File: src/page_jump_and_pkg.sv
package page_jump_and_pkg;

  // Opcode patterns and masks
  localparam logic [7:0] JMP_MASK      = 8'h1F;
  localparam logic [7:0] JMP_CODE      = 8'h01;
  localparam logic [7:0] REG_MASK      = 8'hF8;
  localparam logic [7:0] AND_REG_CODE  = 8'h58;
  localparam logic [7:0] IND_MASK      = 8'hFE;
  localparam logic [7:0] AND_IND_CODE  = 8'h56;
  localparam logic [7:0] AND_DIR_CODE  = 8'h55;
  localparam logic [7:0] AND_IMM_CODE  = 8'h54;
  localparam logic [7:0] DIR_ACC_CODE  = 8'h52;
  localparam logic [7:0] DIR_IMM_CODE  = 8'h53;

  // Direct addresses from here up live in the special-function space
  localparam logic [7:0] SFR_BASE      = 8'h80;

  // Jump geometry: page target width and program counter advance
  localparam int         PAGE_W        = 11;
  localparam logic [1:0] JMP_PC_STEP   = 2'h2;

  // Instruction lengths in bytes and machine cycles
  localparam logic [1:0] LEN_1         = 2'h1;
  localparam logic [1:0] LEN_2         = 2'h2;
  localparam logic [1:0] LEN_3         = 2'h3;
  localparam logic [1:0] CYC_1         = 2'h1;
  localparam logic [1:0] CYC_2         = 2'h2;

  // Reset values
  localparam logic [7:0] BYTE_RST      = 8'h00;

  // Sequencer states, Gray coded along idle, pointer, source, writeback
  typedef enum logic [1:0] {
    ST_IDLE   = 2'h0,
    ST_RD_PTR = 2'h1,
    ST_RD_SRC = 2'h3,
    ST_WB     = 2'h2
  } state_t;

  // Instruction forms handled here
  typedef enum logic [2:0] {
    K_NONE    = 3'h0,
    K_JMP     = 3'h1,
    K_ACC_REG = 3'h2,
    K_ACC_DIR = 3'h3,
    K_ACC_IND = 3'h4,
    K_ACC_IMM = 3'h5,
    K_DIR_ACC = 3'h6,
    K_DIR_IMM = 3'h7
  } kind_t;

endpackage : page_jump_and_pkg

File: src/page_jump_and_logic_and_exec.sv
`timescale 1ns/10ps

// Summary of operation
// RL1 - The jump advances the program counter by two and then replaces bits 10..0 with the page target, keeping bits above.
// RL2 - Page target bits 10..8 come from opcode bits 7..5 and bits 7..0 from the second instruction byte.
// RL3 - The jump is recognised by low opcode bits 00001, is two bytes long and takes two machine cycles.
// RL4 - The byte AND writes the bitwise AND of its operands to the destination and touches no status flag.
// RL5 - Six forms exist: accumulator with register, direct, indirect or immediate, and direct with accumulator or immediate.
// RL6 - When a direct destination is modified, its old value is read from the output latch, not from the pins.
// RL7 - Opcode 01011rrr ANDs a working register into the accumulator, one byte, one machine cycle.
// RL8 - Opcode 01010101 ANDs a direct byte into the accumulator, two bytes, one machine cycle.
// RL9 - Opcode 0101011i ANDs the byte addressed by a pointer register into the accumulator, one byte, one cycle.
// RL10 - Opcode 01010100 ANDs the second-byte constant into the accumulator, two bytes, one machine cycle.
// RL11 - A direct destination may be any internal RAM byte or special-function register, masked by immediate or accumulator.
// RL12 - The rrr field picks one of eight registers of the active bank and the i bit picks register 0 or 1 as pointer.
module page_jump_and_logic_and_exec
  import page_jump_and_pkg::*;
#(
  parameter int PC_W = 16
) (
  // Clock and reset
  input  wire logic            i_sys_clk,
  input  wire logic            i_rst_n,
  // Instruction from fetch
  input  wire logic            i_instr_valid,
  input  wire logic [7:0]      i_opcode,
  input  wire logic [7:0]      i_byte2,
  input  wire logic [7:0]      i_byte3,
  input  wire logic [PC_W-1:0] i_pc,
  // Core state
  input  wire logic [7:0]      i_acc,
  input  wire logic [1:0]      i_bank,
  // Data memory read port
  input  wire logic [7:0]      i_mem_rdata,
  // Handshake to fetch
  output logic                 o_ready,
  output logic                 o_done,
  output logic [1:0]           o_bytes,
  output logic [1:0]           o_cycles,
  output logic                 o_unsupported,
  // Data memory access
  output logic                 o_mem_rd,
  output logic                 o_mem_wr,
  output logic [7:0]           o_mem_addr,
  output logic                 o_mem_sfr,
  output logic                 o_mem_latch,
  output logic [7:0]           o_mem_wdata,
  // Accumulator write
  output logic                 o_acc_wr,
  output logic [7:0]           o_acc_data,
  // Program counter load
  output logic                 o_pc_load,
  output logic [PC_W-1:0]      o_pc_target
);

  // Opcode classification for every form this block executes
  function automatic kind_t decode_kind(input logic [7:0] op);
    kind_t k;
    k = K_NONE;
    if ((op & JMP_MASK) == JMP_CODE)          k = K_JMP;      // see RL3
    else if ((op & REG_MASK) == AND_REG_CODE) k = K_ACC_REG;  // see RL7
    else if ((op & IND_MASK) == AND_IND_CODE) k = K_ACC_IND;  // see RL9
    else if (op == AND_DIR_CODE)              k = K_ACC_DIR;  // see RL8
    else if (op == AND_IMM_CODE)              k = K_ACC_IMM;  // see RL10
    else if (op == DIR_ACC_CODE)              k = K_DIR_ACC;  // see RL5
    else if (op == DIR_IMM_CODE)              k = K_DIR_IMM;  // see RL5
    return k;
  endfunction : decode_kind

  state_t          state_q;
  state_t          state_d;
  kind_t           kind_q;
  logic [7:0]      opnd_q;
  logic [7:0]      imm_q;
  logic            ready_q;
  logic            done_q;
  logic [1:0]      bytes_q;
  logic [1:0]      cycles_q;
  logic            unsup_q;
  logic            mem_rd_q;
  logic            mem_wr_q;
  logic [7:0]      mem_addr_q;
  logic            mem_sfr_q;
  logic            mem_latch_q;
  logic [7:0]      mem_wdata_q;
  logic            acc_wr_q;
  logic [7:0]      acc_data_q;
  logic            pc_load_q;
  logic [PC_W-1:0] pc_target_q;

  // Decode of the offered instruction
  wire kind_t           kind_w    = decode_kind(i_opcode);
  wire logic            accept    = i_instr_valid && (state_q == ST_IDLE);
  wire logic            take_jmp  = accept && (kind_w == K_JMP);
  wire logic            take_and  = accept && (kind_w != K_JMP) && (kind_w != K_NONE);
  wire logic            dest_dir  = (kind_w == K_DIR_ACC) || (kind_w == K_DIR_IMM);

  // Jump target: counter stepped past both bytes, then the low page replaced
  wire logic [PC_W-1:0] pc_step   = i_pc + PC_W'(JMP_PC_STEP);                    // see RL1
  wire logic [PC_W-1:0] jmp_tgt   = {pc_step[PC_W-1:PAGE_W], i_opcode[7:5], i_byte2}; // see RL1 see RL2

  // Register-file addresses inside the active bank
  wire logic [7:0]      reg_addr  = {3'h0, i_bank, i_opcode[2:0]};               // see RL12
  wire logic [7:0]      ptr_addr  = {3'h0, i_bank, 2'h0, i_opcode[0]};           // see RL12
  wire logic [7:0]      first_adr = (kind_w == K_ACC_REG) ? reg_addr :
                                    (kind_w == K_ACC_IND) ? ptr_addr : i_byte2;

  // Lengths reported back to fetch
  wire logic [1:0]      len_w     = (kind_w == K_DIR_IMM) ? LEN_3 :
                                    ((kind_w == K_ACC_REG) || (kind_w == K_ACC_IND)) ? LEN_1 : LEN_2;
  wire logic [1:0]      cyc_w     = ((kind_w == K_JMP) || (kind_w == K_DIR_IMM)) ? CYC_2 : CYC_1;

  // Mask operand: a constant for the direct-immediate form, else the live accumulator
  wire logic [7:0]      mask_w    = (kind_q == K_DIR_IMM) ? imm_q : i_acc;
  wire logic [7:0]      result_w  = opnd_q & mask_w;                              // see RL4
  wire logic            wb_dir    = (kind_q == K_DIR_ACC) || (kind_q == K_DIR_IMM);

  // Sequencer: indirect form visits the pointer read first, immediate skips reads
  always_comb begin
    state_d = state_q;
    unique case (state_q)
      ST_IDLE: begin
        if (take_and) begin
          if (kind_w == K_ACC_IMM)      state_d = ST_WB;
          else if (kind_w == K_ACC_IND) state_d = ST_RD_PTR;                     // see RL9
          else                          state_d = ST_RD_SRC;
        end
      end
      ST_RD_PTR: state_d = ST_RD_SRC;
      ST_RD_SRC: state_d = ST_WB;
      ST_WB:     state_d = ST_IDLE;
    endcase
  end

  always_ff @(posedge i_sys_clk or negedge i_rst_n) begin
    if (!i_rst_n) begin
      state_q <= ST_IDLE;
      ready_q <= 1'b0;
    end else begin
      state_q <= state_d;
      ready_q <= (state_d == ST_IDLE);
    end
  end

  // Captured instruction form and operands
  always_ff @(posedge i_sys_clk or negedge i_rst_n) begin
    if (!i_rst_n) begin
      kind_q <= K_NONE;
      imm_q  <= BYTE_RST;
      opnd_q <= BYTE_RST;
    end else begin
      if (take_and) begin
        kind_q <= kind_w;
        imm_q  <= i_byte3;
      end
      if (take_and && kind_w == K_ACC_IMM)
        opnd_q <= i_byte2;                                                        // see RL10
      else if (state_q == ST_RD_SRC)
        opnd_q <= i_mem_rdata;
    end
  end

  // Memory reads; read data is valid while the read strobe is high.
  // The latch flag makes a port register return its output latch.
  always_ff @(posedge i_sys_clk or negedge i_rst_n) begin
    if (!i_rst_n) begin
      mem_rd_q    <= 1'b0;
      mem_addr_q  <= BYTE_RST;
      mem_sfr_q   <= 1'b0;
      mem_latch_q <= 1'b0;
    end else if (take_and && kind_w != K_ACC_IMM) begin
      mem_rd_q    <= 1'b1;
      mem_addr_q  <= first_adr;
      mem_sfr_q   <= !(kind_w == K_ACC_REG || kind_w == K_ACC_IND) && (i_byte2 >= SFR_BASE); // see RL11
      mem_latch_q <= dest_dir;                                                    // see RL6
    end else if (state_q == ST_RD_PTR) begin
      mem_addr_q  <= i_mem_rdata;                                                 // see RL9
      mem_sfr_q   <= 1'b0;
    end else if (state_q == ST_RD_SRC) begin
      mem_rd_q    <= 1'b0;
    end else if (state_q == ST_WB) begin
      mem_latch_q <= 1'b0;
    end
  end

  // Writeback pulses; status flags have no path out of this block
  always_ff @(posedge i_sys_clk or negedge i_rst_n) begin
    if (!i_rst_n) begin
      acc_wr_q    <= 1'b0;
      acc_data_q  <= BYTE_RST;
      mem_wr_q    <= 1'b0;
      mem_wdata_q <= BYTE_RST;
    end else begin
      acc_wr_q <= (state_q == ST_WB) && !wb_dir;                                 // see RL4
      mem_wr_q <= (state_q == ST_WB) && wb_dir;                                  // see RL11
      if (state_q == ST_WB) begin
        acc_data_q  <= result_w;
        mem_wdata_q <= result_w;
      end
    end
  end

  // Completion report and jump load
  always_ff @(posedge i_sys_clk or negedge i_rst_n) begin
    if (!i_rst_n) begin
      done_q      <= 1'b0;
      bytes_q     <= 2'h0;
      cycles_q    <= 2'h0;
      unsup_q     <= 1'b0;
      pc_load_q   <= 1'b0;
      pc_target_q <= '0;
    end else begin
      done_q    <= take_jmp || (state_q == ST_WB);
      unsup_q   <= accept && (kind_w == K_NONE);
      pc_load_q <= take_jmp;                                                      // see RL1
      if (take_jmp) begin
        pc_target_q <= jmp_tgt;
        bytes_q     <= LEN_2;                                                     // see RL3
        cycles_q    <= CYC_2;                                                     // see RL3
      end else if (take_and) begin
        bytes_q     <= len_w;                                                     // see RL7 see RL8
        cycles_q    <= cyc_w;
      end
    end
  end

  // Every output straight from a flip-flop
  assign o_ready       = ready_q;
  assign o_done        = done_q;
  assign o_bytes       = bytes_q;
  assign o_cycles      = cycles_q;
  assign o_unsupported = unsup_q;
  assign o_mem_rd      = mem_rd_q;
  assign o_mem_wr      = mem_wr_q;
  assign o_mem_addr    = mem_addr_q;
  assign o_mem_sfr     = mem_sfr_q;
  assign o_mem_latch   = mem_latch_q;
  assign o_mem_wdata   = mem_wdata_q;
  assign o_acc_wr      = acc_wr_q;
  assign o_acc_data    = acc_data_q;
  assign o_pc_load     = pc_load_q;
  assign o_pc_target   = pc_target_q;
endmodule : page_jump_and_logic_and_exec

File: config.mk
export PLATFORM = sky130hd
export DESIGN_NAME = page_jump_and_logic_and_exec
export DESIGN_NICKNAME = d
export VERILOG_FILES = /design/src/page_jump_and_pkg.sv /design/src/page_jump_and_logic_and_exec.sv
export SDC_FILE = /design/constraint.sdc
export NUM_CORES = 1
export LEC_CHECK = 0
export ABC_AREA = 1
export BUFFER_PORTS_ARGS = -buffer_cell sky130_fd_sc_hd__buf_2
export CORE_ASPECT_RATIO = 0.6
export CORE_UTILIZATION = 50
export DETAILED_ROUTE_END_ITERATION = 6
export GPL_TIMING_DRIVEN = 1
export PLACE_DENSITY = 0.77
export SLEW_MARGIN = 40
export SYNTH_ARGS = -nofsm -noshare
export SYNTH_HDL_FRONTEND = slang
export SYNTH_SLANG_ARGS = --single-unit
File: constraint.sdc
create_clock -name i_sys_clk -period 2.1 [get_ports i_sys_clk]
set_input_delay 0.105 -clock i_sys_clk [delete_from_list [all_inputs] [get_ports i_sys_clk]]
set_output_delay 0.105 -clock i_sys_clk [all_outputs]
set_load 0.02 [all_outputs]
# Yosys cells after proc, flatten, opt, wreduce, memory -nomap -nowiden
# Cells that the tools add are included.
[op_classes]
addsub = 1
order_cmp = 1
n_eq_ne = 22
n_mux = 34
n_bitwise = 1
reduce_logical = 28
[ops]
columns = ["op", "count"]
rows = [
  ["two-way mux 8 bit", 7],
  ["== test 8 x 7 -> 1 bit, second input constant", 4],
  ["two-way mux 3 bit", 7],
  ["two-way mux 2 bit", 10],
  ["== test 3 bit, second input constant", 6],
  ["adder 16 x 2 -> 16 bit, second input constant", 1],
  ["logical AND 1 bit", 10],
  ["nonzero test 2 bit", 5],
  ["two-way mux 1 bit", 9],
  ["bitwise AND 8 bit", 1],
  ["greater-or-equal comparator 8 bit, second input constant", 1],
  ["one-hot mux 2 bit (4 select lines)", 1],
  ["== test 7 x 6 -> 1 bit, second input constant", 1],
  ["== test 5 x 1 -> 1 bit, second input constant", 1],
  ["== test 5 x 4 -> 1 bit, second input constant", 1],
  ["logical OR 1 bit", 5],
  ["== test 2 bit, second input constant", 2],
  ["logical NOT 2 bit", 2],
  ["== test 3 x 1 -> 1 bit, second input constant", 1],
  ["== test 3 x 2 -> 1 bit, second input constant", 1],
  ["logical NOT 3 bit", 1],
  ["!= test 3 x 1 -> 1 bit, second input constant", 1],
  ["!= test 3 bit, second input constant", 1],
  ["AND reduction 3 bit", 1],
  ["6 further kinds", 7],
]
[totals]
regBits = 66
inputBits = 61
output_inout_bits = 53
wordCells = 105

# Longest topological paths before layout
[logic_depth]
word_depth = 14
depth_mapped = 12
ltp_nobuf = 12

# Least setup slack after synthesis
# Ideal clock, no wire load.
[synth_path]
path_kind = "register -> register"
startpoint = "reg state_q[0]"
endpoint = "reg mem_addr_q[0], in the netlist o_mem_addr[0]"
setup_ns = 0.131
t_arrival_ns = 1.304
required_time_ns = 1.969
path_slack_ns = 0.665
stages_incl_launch_ff = 10
path_buffers = 1
period_less_slack_ns = 1.435
cell_sequence = "dfrtp_1 > inv_2 > nand3_1 > inv_1 > nand2_4 > nand2_8 > nand2_4 > buf_6 > nand3_1 > nand3_1"
[synth_between]
elab_chain_cells = 6
word_cells_on_any_way = 8
cone_classes = "eq/ne: 1; mux: 1; reduce/logical: 6"
[synth_rtl]
columns = ["item", "line", "source"]
rows = [
  ["start, declared", "page_jump_and_logic_and_exec.sv:70", "state_t state_q;"],
  ["start signal, assigned", "page_jump_and_logic_and_exec.sv:140", "state_q <= state_d;"],
  ["logical NOT 2 bit", "page_jump_and_logic_and_exec.sv:93", "wire logic accept = i_instr_valid && (state_q == ST_IDLE);"],
  ["logical AND 1 bit", "page_jump_and_logic_and_exec.sv:93", ""],
  ["logical AND 1 bit (2 in a row)", "page_jump_and_logic_and_exec.sv:95", "wire logic take_and = accept && (kind_w != K_JMP) && (kind_w != K_NONE);"],
  ["logical AND 1 bit", "page_jump_and_logic_and_exec.sv:171", "end else if (take_and && kind_w != K_ACC_IMM) begin"],
  ["two-way mux 8 bit or nonzero test 2 bit (tied branches)", "--", ""],
  ["end signal, assigned", "page_jump_and_logic_and_exec.sv:173", "mem_addr_q <= first_adr;"],
  ["end signal, assigned", "page_jump_and_logic_and_exec.sv:177", "mem_addr_q <= i_mem_rdata;"],
  ["end, declared", "page_jump_and_logic_and_exec.sv:82", "logic [7:0] mem_addr_q;"],
]
# Parallel ways exist; a longest one is shown, timed or not.
# A chain may end at the register's enable or synchronous reset.

# Final worst setup path
[layout_path]
startpoint = "reg state_q[0]"
endpoint = "reg bytes_q[1], in the netlist o_bytes[1]"
[layout_between]
elab_chain_cells = 5
word_cells_on_any_way = 7
cone_classes = "mux: 1; reduce/logical: 6"
[layout_rtl]
columns = ["item", "line", "source"]
rows = [
  ["logical NOT 2 bit *", "page_jump_and_logic_and_exec.sv:93", ""],
  ["logical AND 1 bit *", "page_jump_and_logic_and_exec.sv:93", ""],
  ["logical AND 1 bit (2 in a row)", "page_jump_and_logic_and_exec.sv:95", ""],
  ["nonzero test 2 bit (no source line)", "--", ""],
  ["end signal, assigned", "page_jump_and_logic_and_exec.sv:221", "bytes_q <= len_w;"],
  ["end, declared", "page_jump_and_logic_and_exec.sv:77", "logic [1:0] bytes_q;"],
]
# Mark *: on every way between the ends. The rest lies on a longest branch, timed or not.

==> summary.md <==
| Metric | Value |
|---|---|
| Commonest non-fill, non-tap cell in the layout | `nand2_1` |
| CTS Root Cell | `clkbuf_8` |
| Met2 usage | `0.367` |
| Share of cells above drive strength 1 | `0.305` |
| Compound-Gate Fraction of Synth Area | `0.0680` |
| Endpoints failing setup | `0` |
| Area fraction of the dominant cell type after synthesis | `0.522` |
| Maximum vdd ir drop | `0.497 mV` |
| Worst-Margin Slew | `651 ps` |
| Setup CP Type | `reg -> reg` |
| Die extent in x | `105 µm` |
| Top post-synthesis cells by area | `dfrtp_1 (52%), nand2_1 (15%), nand3_1 (6.2%), nor2_1 (3.2%), inv_1 (2.6%)` |
| Sink Count | `66` |
| WP data required | `2310 ps` |
| Met1 usage | `0.385` |
| Adder-cell share of the synthesized area | `0` |
| Synth Area in Simple Gates | `0.329` |
| Drt pass-1 iters | `4` |
| Commonest non-fill, non-tap cells in the layout | `nand2_1 (126), buf_2 (112), dfrtp_1 (66)` |
| Via count | `2987` |
| Cell row count | `22` |
| Synth Instances | `375` |
| Antenna violations before repair | `0` |
| Hold Path Class | `in -> reg` |
| GP Congestion | `0.856` |
| Final hold vios | `0` |
| Clk buf depth | `2` |
| Async set-or-reset flop fraction in the synthesized netlist | `1.00` |
| Hold Path Depth | `3` |
| Reg clk slew, reported paths | `70 ps` |
| Grt met3 use | `0.0797` |
| Remaining antenna violation count | `0` |
| Die Span Y | `63.6 µm` |
| Vias in the first global route | `2735` |
| Worst Skew | `4.91 ps` |
| Avg WL per Cell | `13.6 µm` |
| Main flop type after synthesis | `dfrtp_1` |
| Post-layout utilization of the core | `0.674` |
| Core ar. | `6110 µm²` |
| Fillers | `550` |
| DRC | `0` |
| DIE AREA | `6660 µm²` |
| Post-layout min period | `1720 ps` |
| PortBufs | `112` |
| Largest family of logic cells by synthesized area | `simple AND/OR/NAND/NOR gates` |
| Synthesized area per cell | `8.44 µm²` |
| Area leader, netlist | `dfrtp_1` |
| Post-synth EDFFs | `0` |
| Netlist cell types | `34` |
| IO Count | `114` |
| Post-Syn Nets | `436` |
| Mapped Area | `3160 µm²` |
| Starting Density | `0.518` |
| Setup TNS | `0 ps` |
| Overflow after GRT | `0` |
| Area delta synth->final | `30.1%` |
| Largest net degree at the start of global routing | `67` |
| Worst-Skew Late Latency | `340 ps` |
| Diode count | `0` |
| CTS tree | `done` |
| Max FO, Critical Path | `24` |
| Total power | `4.54 mW` |
| Grt peak-use layer | `met1` |
| Register area share after synthesis | `0.522` |
| First-pass GRT wire length | `13.3 mm` |
| Number of max-cap violations | `0` |
| CTS Buf Count | `9` |
| Leakage power | `2.30 nW` |
| Mux contribution to synthesized area | `0` |
| Worst Setup End Kind | `flip-flop` |
| Relative slew slack | `0.564` |
| Post-Synth XOR/XNOR Area | `0.0111` |
| Worst Setup Start Kind | `flip-flop` |
| H-tree depth | `3` |
| R2R depth | `8` |
| DRT iter0 DRCs | `196` |
| P per Cell Area | `1100 nW/µm²` |
| Max-slew violations | `0` |
| Layout net count | `567` |
| Total global-route track usage | `0.263` |
| Post-DR vias/cell | `5.02` |
| RSZ-0062 raised after global routing | `false` |
| Hold Slack | `20.4 ps` |
| Total wire length | `8.11 mm` |
| Critical Path AT | `1930 ps` |
| Post-DP HPWL | `5.87 mm` |
| FF+latch count, synth | `66` |
| # Post-CTS Setup Buffers | `0` |
| Yosys Warn Count | `0` |
| Achievable clock frequency | `581 MHz` |
| Period utilization | `0.820` |
| Outcome | `completed` |
## routing by layer
metal	share of wire	wire [µm]
met5	0	0
met4	0.015	119
met2	0.42	3390
met3	0.076	614
met1	0.49	3990
## state kept, by name (all words and copies together), names as in the netlist
register	flops
o_mem_latch	1
o_mem_addr	8
o_pc_load	1
o_cycles	2
o_acc_data	8
o_unsupported	1
kind_q	3
o_mem_wr	1
opnd_q	8
o_done	1
o_pc_target	16
o_mem_sfr	1
o_ready	1
o_mem_rd	1
imm_q	8
state_q	2
o_acc_wr	1
o_bytes	2
## final cells by class
type,instances,area [µm²],share of cell area
tap,84,105,0.0255
timing repair buffer,136,795,0.193
clock inverter,3,15.0,0.00365
clock buffer,13,149,0.0362
inverter,29,110,0.0267
sequential,66,1650,0.401
multi-input combinational,264,1290,0.314
## power breakdown
part	internal, mW	leakage [nW]	switching [mW]	total [mW]
registers	1.75	0.839	0.274	2.02
clock network	0.456	0.0872	0.452	0.908
logic	0.574	1.37	1.04	1.61
total	2.78	2.30	1.77	4.54
## metrics by stage
step                      worst slack [ps]  area (µm²)  instances
after floorplan                        665        3160        375
after CTS                              379        4100        594
final                                  379        4120        595
after detailed placement               391        3750        559
after global placement                 428        3750        559
after global routing                   224        4120        595
## worst max-delay path, stage by stage, from the launching register on
cell     delay, ps
dfrtp_1        400
inv_2           80
nand3_1        190
inv_1          220
nand2_4        110
nand2_8        170
inv_2          120
nor2_1         200
a21oi_1         90
## final timing paths
path | from | endpoint | slack, ps
min in group asynchronous | i_rst_n | o_pc_target[12] | 400
setup / recovery | state_q[0] | o_bytes[1] | 380
hold reg to reg | o_pc_target[3] | o_pc_target[3] | 470
max in group asynchronous | i_rst_n | imm_q[6] | 1290
setup reg to reg | state_q[0] | o_bytes[1] | 380
hold / removal | i_byte2[7] | o_pc_target[7] | 20
## what timing repair did
item,CTS,global route
gates resized for setup,0,0
hold buffers,19,1
hold endpoints to repair,85,1
## cell families after synthesis
family          Yosys count
compound gates           36
xor+xnor                  4
buf+inv                  45
flops                    66
simple gates            224
## Yosys cell counts (2+ instances only)
cell / n
a21oi_1: 3
buf_2: 5
buf_4: 8
buf_6: 2
dfrtp_1: 66
inv_1: 22
inv_2: 5
nand2_1: 126
nand2_2: 6
nand2_4: 3
nand3_1: 39
nand3_2: 2
nand4_1: 7
nor2_1: 27
nor2_2: 2
nor3_1: 3
o2111ai_1: 3
o211ai_1: 8
o21ai_0: 16
o21ai_1: 5
or2_2: 2
xor2_1: 3
No activity file was read; power rests on OpenSTA's default activity.
